## src/pkg/tmr2_pkg.sv

```systemverilog
// shared constants for the third timer/counter block
package tmr2_pkg;
  // register byte offsets
  localparam logic [7:0] OFS_CONTROL = 8'h00;
  localparam logic [7:0] OFS_COUNT_LOW = 8'h04;
  localparam logic [7:0] OFS_COUNT_HIGH = 8'h08;
  localparam logic [7:0] OFS_RELOAD_LOW = 8'h0C;
  localparam logic [7:0] OFS_RELOAD_HIGH = 8'h10;
  localparam logic [7:0] OFS_POWER_CONTROL = 8'h14;
  // timer2_control field positions
  localparam int BIT_OVERFLOW_FLAG = 7;
  localparam int BIT_EXT_EVENT_FLAG = 6;
  localparam int BIT_UART1_RX_SEL = 5;
  localparam int BIT_UART1_TX_SEL = 4;
  localparam int BIT_EXT_TRIG_EN = 3;
  localparam int BIT_RUN = 2;
  localparam int BIT_COUNT_SEL = 1;
  localparam int BIT_CAPTURE_SEL = 0;
  // power_control field positions
  localparam int BIT_UART2_RX_SEL = 1;
  localparam int BIT_UART2_TX_SEL = 0;
  // reset values
  localparam logic [7:0] RST_CONTROL = 8'h00;
  localparam logic [1:0] RST_POWER_CONTROL = 2'h0;
  localparam logic [15:0] RST_COUNT = 16'h0000;
  localparam logic [15:0] RST_RELOAD = 16'h0000;
  localparam logic [15:0] COUNT_ALL_ONES = 16'hFFFF;
  // one machine cycle is twelve system clocks
  localparam int MACHINE_CYCLE_CLKS = 12;
  localparam logic [3:0] PRESCALE_LAST = 4'(MACHINE_CYCLE_CLKS - 1);
endpackage

```

## src/pkg/tmr2_cnt_if.sv

```systemverilog
// carrier between the register side and the 16-bit counter core
`timescale 1ns/1ps
`default_nettype none
interface tmr2_cnt_if;
  logic tick;
  logic auto_reload;
  logic force_load;
  logic wr_low;
  logic wr_high;
  logic [7:0] wdata;
  logic [15:0] reload_val;
  logic [15:0] count;
  logic ovf;
  modport core (
    input tick, auto_reload, force_load, wr_low, wr_high, wdata, reload_val,
    output count, ovf
  );
  modport ctrl (
    output tick, auto_reload, force_load, wr_low, wr_high, wdata, reload_val,
    input count, ovf
  );
endinterface
`default_nettype wire

```

## src/hw/tmr2_fall_det.sv

```systemverilog
// pin synchroniser with falling edge detection
`timescale 1ns/1ps
`default_nettype none
module tmr2_fall_det (
  input wire logic clk,
  input wire logic rst_n,
  input wire logic pin,
  output logic fall
);
  logic meta_reg;
  logic sync_reg;
  logic prev_reg;

  // idle level of both pins is high, so no edge is seen at release
  always_ff @(posedge clk or negedge rst_n) begin
    if (!rst_n) begin
      meta_reg <= 1'b1;
      sync_reg <= 1'b1;
      prev_reg <= 1'b1;
    end else begin
      meta_reg <= pin;
      sync_reg <= meta_reg; // RQ19
      prev_reg <= sync_reg;
    end
  end

  // high sample followed by low sample
  assign fall = prev_reg & ~sync_reg; // RQ19
endmodule
`default_nettype wire

```

## src/hw/tmr2_counter.sv

```systemverilog
// 16-bit up counter with rollover and reload
`timescale 1ns/1ps
`default_nettype none
module tmr2_counter
  import tmr2_pkg::*;
(
  input wire logic clk,
  input wire logic rst_n,
  tmr2_cnt_if.core cif
);
  logic [15:0] count_reg;
  logic rollover;

  assign rollover = cif.tick && (count_reg == COUNT_ALL_ONES); // RQ20
  assign cif.count = count_reg;
  assign cif.ovf = rollover;

  // software byte writes win over counting in the same cycle
  always_ff @(posedge clk or negedge rst_n) begin
    if (!rst_n) begin
      count_reg <= RST_COUNT;
    end else if (cif.wr_low || cif.wr_high) begin
      if (cif.wr_low) begin
        count_reg[7:0] <= cif.wdata;
      end
      if (cif.wr_high) begin
        count_reg[15:8] <= cif.wdata;
      end
    end else if (cif.force_load) begin
      count_reg <= cif.reload_val; // RQ6
    end else if (rollover) begin
      if (cif.auto_reload) begin
        count_reg <= cif.reload_val; // RQ5
      end else begin
        count_reg <= RST_COUNT; // RQ2
      end
    end else if (cif.tick) begin
      count_reg <= count_reg + 16'h0001; // RQ18
    end
  end
endmodule
`default_nettype wire

```

## src/hw/tmr2_top.sv

```systemverilog
// timer 2: capture, auto-reload and baud clock source behind an APB slave
//
// The APB slave port and the register addresses were left to the implementer.
`timescale 1ns/1ps
`default_nettype none
// Behaviour
// RQ1: count_select picks machine cycles or pin edges
// RQ2: capture mode rollover sets overflow_flag
// RQ3: trigger edge captures count into reload registers
// RQ4: capturing trigger edge sets external_event_flag
// RQ5: auto-reload rollover sets flag and reloads
// RQ6: trigger edge forces reload, sets event flag
// RQ7: any uart clock select means baud mode
// RQ8: baud mode overflow never sets overflow_flag
// RQ9: baud mode ignores capture select, always reloads
// RQ10: baud mode trigger edge only sets event flag
// RQ11: trigger disabled means trigger edges ignored
// RQ12: counter advances only while timer2_run set
// RQ13: uart1 receive clock from timer 2 or 1
// RQ14: uart1 transmit clock from timer 2 or 1
// RQ15: power_control bits steer uart2 clocks likewise
// RQ16: software alone clears both flags
// RQ17: set event flag raises timer 2 request
// RQ18: capture mode counts upward only
// RQ19: pins synchronised, falling edge detected
// RQ20: overflow is all ones to zero or reload
module tmr2_top
  import tmr2_pkg::*;
(
  input wire logic pclk,
  input wire logic presetn,
  input wire logic psel,
  input wire logic penable,
  input wire logic pwrite,
  input wire logic [7:0] paddr,
  input wire logic [31:0] pwdata,
  output logic [31:0] prdata,
  output logic pready,
  output logic pslverr,
  input wire logic trigger_input,
  input wire logic count_input,
  input wire logic timer1_ovf,
  output logic timer2_irq,
  output logic timer2_ovf,
  output logic uart1_rx_clk,
  output logic uart1_tx_clk,
  output logic uart2_rx_clk,
  output logic uart2_tx_clk
);
  tmr2_cnt_if cif ();

  logic [7:0] control_reg;
  logic [1:0] power_control_reg;
  logic [15:0] reload_reg;
  logic [3:0] prescale_reg;
  logic [31:0] prdata_reg;
  logic pready_reg;
  logic pslverr_reg;
  logic irq_reg;
  logic ovf_reg;
  logic u1rx_reg;
  logic u1tx_reg;
  logic u2rx_reg;
  logic u2tx_reg;

  logic trig_fall;
  logic cnt_fall;
  logic mc_tick;
  logic baud_mode;
  logic trig_en;
  logic trig_event;
  logic do_capture;
  logic do_force_reload;
  logic set_overflow;
  logic set_event;
  logic setup_phase;
  logic wr_access;
  logic [7:0] control_next;

  // true when the address hits one of the six words
  function automatic logic addr_mapped(input logic [7:0] a);
    addr_mapped = (a == OFS_CONTROL) || (a == OFS_COUNT_LOW) ||
                  (a == OFS_COUNT_HIGH) || (a == OFS_RELOAD_LOW) ||
                  (a == OFS_RELOAD_HIGH) || (a == OFS_POWER_CONTROL);
  endfunction

  // write strobe for one word of the map
  function automatic logic wr_hit(input logic en, input logic [7:0] a,
                                  input logic [7:0] ofs);
    wr_hit = en && (a == ofs);
  endfunction

  tmr2_fall_det u_trig_det (
    .clk(pclk),
    .rst_n(presetn),
    .pin(trigger_input),
    .fall(trig_fall)
  );

  tmr2_fall_det u_cnt_det (
    .clk(pclk),
    .rst_n(presetn),
    .pin(count_input),
    .fall(cnt_fall)
  );

  tmr2_counter u_counter (
    .clk(pclk),
    .rst_n(presetn),
    .cif(cif)
  );

  // bus phases: one wait-free access cycle after each setup
  assign setup_phase = psel && !penable;
  assign wr_access = psel && penable && pready_reg && pwrite && !pslverr_reg;

  // mode decode
  assign baud_mode = control_reg[BIT_UART1_RX_SEL] | control_reg[BIT_UART1_TX_SEL] |
                     power_control_reg[BIT_UART2_RX_SEL] |
                     power_control_reg[BIT_UART2_TX_SEL]; // RQ7
  assign trig_en = control_reg[BIT_EXT_TRIG_EN];
  assign trig_event = trig_en && trig_fall; // RQ11
  assign do_capture = trig_event && !baud_mode &&
                      control_reg[BIT_CAPTURE_SEL]; // RQ3
  assign do_force_reload = trig_event && !baud_mode &&
                           !control_reg[BIT_CAPTURE_SEL]; // RQ6

  // machine cycle prescaler, free running
  always_ff @(posedge pclk or negedge presetn) begin
    if (!presetn) begin
      prescale_reg <= 4'h0;
    end else if (prescale_reg == PRESCALE_LAST) begin
      prescale_reg <= 4'h0;
    end else begin
      prescale_reg <= prescale_reg + 4'h1;
    end
  end
  assign mc_tick = (prescale_reg == PRESCALE_LAST);

  // counter drive
  assign cif.tick = control_reg[BIT_RUN] &&
                    (control_reg[BIT_COUNT_SEL] ? cnt_fall : mc_tick); // RQ1 RQ12
  assign cif.auto_reload = baud_mode || !control_reg[BIT_CAPTURE_SEL]; // RQ9
  assign cif.force_load = do_force_reload;
  assign cif.wr_low = wr_hit(wr_access, paddr, OFS_COUNT_LOW);
  assign cif.wr_high = wr_hit(wr_access, paddr, OFS_COUNT_HIGH);
  assign cif.wdata = pwdata[7:0];
  assign cif.reload_val = reload_reg;

  // flag sources
  assign set_overflow = cif.ovf && !baud_mode; // RQ2 RQ5 RQ8
  assign set_event = trig_event; // RQ4 RQ6 RQ10

  // control byte: hardware set wins over a software clear
  always_comb begin
    control_next = control_reg;
    if (wr_hit(wr_access, paddr, OFS_CONTROL)) begin
      control_next = pwdata[7:0];
    end
    if (set_overflow) begin
      control_next[BIT_OVERFLOW_FLAG] = 1'b1; // RQ16
    end
    if (set_event) begin
      control_next[BIT_EXT_EVENT_FLAG] = 1'b1; // RQ16
    end
  end

  always_ff @(posedge pclk or negedge presetn) begin
    if (!presetn) begin
      control_reg <= RST_CONTROL;
    end else begin
      control_reg <= control_next;
    end
  end

  always_ff @(posedge pclk or negedge presetn) begin
    if (!presetn) begin
      power_control_reg <= RST_POWER_CONTROL;
    end else if (wr_hit(wr_access, paddr, OFS_POWER_CONTROL)) begin
      power_control_reg <= pwdata[1:0]; // RQ15
    end
  end

  // reload/capture pair; a capture beats a same-cycle software write
  always_ff @(posedge pclk or negedge presetn) begin
    if (!presetn) begin
      reload_reg <= RST_RELOAD;
    end else if (do_capture) begin
      reload_reg <= cif.count; // RQ3
    end else begin
      if (wr_hit(wr_access, paddr, OFS_RELOAD_LOW)) begin
        reload_reg[7:0] <= pwdata[7:0];
      end
      if (wr_hit(wr_access, paddr, OFS_RELOAD_HIGH)) begin
        reload_reg[15:8] <= pwdata[7:0];
      end
    end
  end

  // request stays high until software clears both flags
  always_ff @(posedge pclk or negedge presetn) begin
    if (!presetn) begin
      irq_reg <= 1'b0;
    end else begin
      irq_reg <= control_next[BIT_OVERFLOW_FLAG] |
                 control_next[BIT_EXT_EVENT_FLAG]; // RQ17
    end
  end

  // serial clock steering, one registered stage of latency
  always_ff @(posedge pclk or negedge presetn) begin
    if (!presetn) begin
      ovf_reg <= 1'b0;
      u1rx_reg <= 1'b0;
      u1tx_reg <= 1'b0;
      u2rx_reg <= 1'b0;
      u2tx_reg <= 1'b0;
    end else begin
      ovf_reg <= cif.ovf;
      u1rx_reg <= control_reg[BIT_UART1_RX_SEL] ? cif.ovf : timer1_ovf; // RQ13
      u1tx_reg <= control_reg[BIT_UART1_TX_SEL] ? cif.ovf : timer1_ovf; // RQ14
      u2rx_reg <= power_control_reg[BIT_UART2_RX_SEL] ? cif.ovf : timer1_ovf; // RQ15
      u2tx_reg <= power_control_reg[BIT_UART2_TX_SEL] ? cif.ovf : timer1_ovf; // RQ15
    end
  end

  // answer in the cycle after setup; read data sampled at setup
  always_ff @(posedge pclk or negedge presetn) begin
    if (!presetn) begin
      pready_reg <= 1'b0;
      pslverr_reg <= 1'b0;
    end else begin
      pready_reg <= setup_phase;
      pslverr_reg <= setup_phase && !addr_mapped(paddr);
    end
  end

  always_ff @(posedge pclk or negedge presetn) begin
    if (!presetn) begin
      prdata_reg <= 32'h0000_0000;
    end else if (setup_phase && !pwrite) begin
      unique case (paddr)
        OFS_CONTROL: prdata_reg <= {24'h000000, control_reg};
        OFS_COUNT_LOW: prdata_reg <= {24'h000000, cif.count[7:0]};
        OFS_COUNT_HIGH: prdata_reg <= {24'h000000, cif.count[15:8]};
        OFS_RELOAD_LOW: prdata_reg <= {24'h000000, reload_reg[7:0]};
        OFS_RELOAD_HIGH: prdata_reg <= {24'h000000, reload_reg[15:8]};
        OFS_POWER_CONTROL: prdata_reg <= {30'h0, power_control_reg};
        default: prdata_reg <= 32'h0000_0000;
      endcase
    end
  end

  assign prdata = prdata_reg;
  assign pready = pready_reg;
  assign pslverr = pslverr_reg;
  assign timer2_irq = irq_reg;
  assign timer2_ovf = ovf_reg;
  assign uart1_rx_clk = u1rx_reg;
  assign uart1_tx_clk = u1tx_reg;
  assign uart2_rx_clk = u2rx_reg;
  assign uart2_tx_clk = u2tx_reg;
endmodule
`default_nettype wire

```

## config.mk

```make
export PLATFORM = sky130hd
export DESIGN_NAME = tmr2_top
export DESIGN_NICKNAME = d
export VERILOG_FILES = /design/src/pkg/tmr2_pkg.sv /design/src/pkg/tmr2_cnt_if.sv /design/src/hw/tmr2_fall_det.sv /design/src/hw/tmr2_counter.sv /design/src/hw/tmr2_top.sv
export SDC_FILE = /design/constraint.sdc
export NUM_CORES = 1
export LEC_CHECK = 0
export BUFFER_PORTS_ARGS = -buffer_cell sky130_fd_sc_hd__buf_2
export CAP_MARGIN = 5
export CORE_ASPECT_RATIO = 1.25
export CORE_MARGIN = 3
export CORE_UTILIZATION = 55
export DETAILED_ROUTE_END_ITERATION = 8
export GPL_TIMING_DRIVEN = 0
export PLACE_DENSITY = 0.81
export SKIP_LAST_GASP = 1
export SYNTH_ARGS = -nofsm -noshare
export SYNTH_HDL_FRONTEND = slang
export SYNTH_SLANG_ARGS = --single-unit
```

## constraint.sdc

```tcl
create_clock -name pclk -period 2.4 [get_ports pclk]
set_input_delay 0.24 -clock pclk [delete_from_list [all_inputs] [get_ports pclk]]
set_output_delay 0.24 -clock pclk [all_outputs]
set_load 0.02 [all_outputs]
```

==> summary.txt <==
Outcome
  • Status: complete, but fails checks
  • Violated checks: hold timing

Setup path
  • Worst path most repeated cell: clkbuf_1
  • Crit-path max cell delay: 0.50 ns
  • Worst setup EP type: flop
  • Crit Reg-Reg Startpoint: control_reg[4]
  • Worst R2R Path Depth: 7
  • CP Max Fanout: 10
  • RR Endpoint: cif.reload_val[10]
  • Reg-to-reg slack, setup: 0.13 ns
  • Arrival @ worst endpoint: 2.47 ns
  • Critical-path cell list: nor4_4 > nand2_2 > or2_2 > clkbuf_1 > clkbuf_1 > nor2_1 > a21oi_1
  • Kind of critical path: reg -> reg
  • Worst path slowest cell: dfrtp_1
  • Worst Path Required: 2.59 ns
  • Crit start category: flop

Clock tree
  • Clock sink count: 68
  • Num CTS Buffers: 9
  • Worst-path clk slew: 0.08 ns
  • H-tree levels: 3
  • CTS tree: done
  • Clock tree buffer depth: 2
  • Insertion delay to the later sink of the worst-skew pair: 0.36 ns
  • Clock root buffer: clkbuf_8

Drt
  • Vias: 3,497
  • DRT Pass-1 Iters: 5
  • Antenna-violating nets left: 0
  • DRC: 0
  • Per-cell routed wire length: 19.35 um
  • Final WL: 11.34 mm
  • DR vias/cell: 5.968
  • First DRT Iteration DRCs: 328

Logic synthesis
  • Top-count cell post-synth: dfrtp_1
  • Number of flops mapped to enable cells by yosys: 0
  • Yosys cell types: 60
  • Post-Syn Instances: 413
  • Cell taking the most area after synthesis: dfrtp_1
  • Area contributors post-synth: dfrtp_1, buf_4, mux2i_1
  • Seq/Total Area, Yosys: 0.4278
  • Post-Syn Area: 3995 sq um
  • Synth top area share: 0.3883
  • FF+latch count, synth: 68
  • Warnings from Yosys: 0
  • Syn_area_per_cell: 9.673 sq um
  • Ys async rst share: 1.000
  • Post-synth top cells: dfrtp_1, nor2_1, nand2_1, buf_4, o21ai_0
  • Primary FF master, synth: dfrtp_1

Global routing
  • Initial antenna violation count: 0
  • Global-route wire length before repair: 17.12 mm
  • M3 GR Usage: 0.05694
  • Total global-route track usage: 0.2834
  • Total gr overflow: 0
  • M2 GR Usage: 0.4648
  • Largest net degree at the start of global routing: 69
  • Met1 usage: 0.3378
  • Number of global-route vias before repair: 3,281
  • GR peak layer: met2

Timing
  • Slew Limit Fails: 0
  • Setup TNS: 0 ns
  • Clock skew: 0.01251 ns
  • Slew headroom: 0.4239
  • RSZ-0062 raised after global routing: false
  • Hold Violations, Final: 21
  • Final worst setup slack: 0.1272 ns
  • Final worst path period need: 2.273 ns
  • Least-Margin Pin Slew: 0.8642 ns
  • Max Clock Freq: 440.0 MHz
  • Setup Viol. Count Final: 0
  • Final hold slack: -0.02879 ns
  • Fin crit share: 0.9470

Job
  • Max Cap Viol: 0

Floorplan
  • Num rows: 34
  • Starting density of the core: 0.5692
  • Die Ht: 101.3 um
  • Io pins: 88
  • DIE WIDTH: 82.23 um
  • CORE AREA: 7019 sq um
  • Die area: 8329 sq um

Place
  • Port buffer count: 38
  • Final Wtd Congestion: 0.9721
  • Pre-CTS WS: -0.04477 ns
  • Dpl hpwl: 8.127 mm
  • Area after DPL: 4387 sq um

Pwr
  • Net Sw Power: 0.5983 mW
  • Sw Share: 0.2477
  • Worst IR Drop VDD: 0.2713 mV
  • Post-layout power: 2.415 mW
  • Sequential Power Share: 0.488
  • Cell Int Power: 1.817 mW
  • Clock share of power: 0.420
  • P_leak: 2.250 nW
  • Pwr Density: 516.0 nW/um^2
  • Logic gate share of total power: 0.093

Cells and area
  • Layout area overhead: 17.16%
  • Ant. Diodes: 0
  • NumNets Final: 541
  • Post-route cell area: 4681 sq um
  • Share of cells above drive strength 1: 0.2802

Worst hold path
  • Hold WC Path Type: in -> async
## metrics by stage
| stage | std cells | utilization |
|---|---|---|
| final | 586 | 0.6668 |
| after global routing | 586 | 0.6668 |
| after CTS | 582 | 0.6597 |
| after detailed placement | 564 | 0.6250 |
| after global placement | 564 | 0.6246 |
| after floorplan | 436 | - |
## routing by layer
layer / part of all wire / routed length [um]
met4: 0.048 / 539
met1: 0.39 / 4389
met2: 0.49 / 5594
met5: 0 / 0
met3: 0.072 / 817
## how the worst max path moves through the flow
stage	from	to	cells after the start
4_1_cts	u_counter.cif.count[0]	u_counter.cif.count[10]	8
3_5_place_dp	control_reg[4]	u_counter.cif.count[12]	6
2_1_floorplan	u_counter.cif.count[0]	u_counter.cif.count[10]	8
3_3_place_gp	u_counter.cif.count[0]	u_counter.cif.count[10]	8
5_1_grt	prescale_reg[0]	u_counter.cif.count[2]	7
6_report	control_reg[4]	cif.reload_val[10]	7
## placed cells by master (no fill, tap or decap), drive strengths merged, types with 2 or more instances in the layout
cell type,n
a221oi,4
mux2i,18
and3,10
nor3,5
clkinv,2
a22oi,11
nand4,7
xnor2,9
o22ai,7
nand3b,2
xor2,5
buf,79
a311oi,6
nand3,13
o211ai,2
clkbuf,24
and4,2
inv,8
dfrtp,62
nor2b,2
nand2b,3
a21oi,19
dlygate4sd3,2
nor2,47
ha,2
conb,24
and2,2
nand2,45
or2,4
dfstp,6
o21ai,28
mux4,8
nor4,5
mux2,9
## cell type report
| type | count | area [sq um] |
|---|---|---|
| Clock inverter | 3 | 43.79 |
| Timing Repair Buffer | 44 | 242.7 |
| Fill cell | 576 | 2338 |
| Multi-Input combinational cell | 312 | 2058 |
| Clock buffer | 13 | 168.9 |
| Inverter | 8 | 30.03 |
| Tap cell | 90 | 112.6 |
| Buffer | 48 | 312.8 |
| Sequential cell | 68 | 1712 |
## repair_timing
| action | 4_1_cts | 5_1_grt |
|---|---|---|
| setup endpoints to repair | 13 | 30 |
| setup buffers | 0 | 4 |
| pin swaps | 0 | 1 |
| hold buffers | 2 | 0 |
| gates cloned | 0 | 0 |
| hold endpoints to repair | 2 | 0 |
| gates resized for setup | 2 | 5 |
## worst max-delay path, delay by kind of cell, from the launching register on
family / cells / cell delay, ns
buffers and inverters: 2 / 0.46
AND/OR/NAND/NOR: 4 / 1.08
flip-flops: 1 / 0.50
AO/OA/AOI/OAI: 1 / 0.06
## kinds of logic after synthesis
kind of cell | synth area share
AO/OA/AOI/OAI | 0.1366
buffers and inverters | 0.08581
multiplexers | 0.1156
flip-flops | 0.4278
adder cells (fa/ha/maj) | 0.006263
AND/OR/NAND/NOR | 0.1964
other | 0.0009387
XOR/XNOR | 0.03069
## power groups by stage
| stage | Clock, mW | Combinational (mW) | Sequential (mW) |
|---|---|---|---|
| after CTS | 1.02 | 0.223 | 1.18 |
| after floorplan | 0 | 0.130 | 1.21 |
| final | 1.01 | 0.224 | 1.18 |
| after detailed placement | 0 | 0.220 | 1.20 |
| after global placement | 0 | 0.216 | 1.20 |
| after global routing | 1.07 | 0.245 | 1.18 |
(Power assumes the default switching activity.)
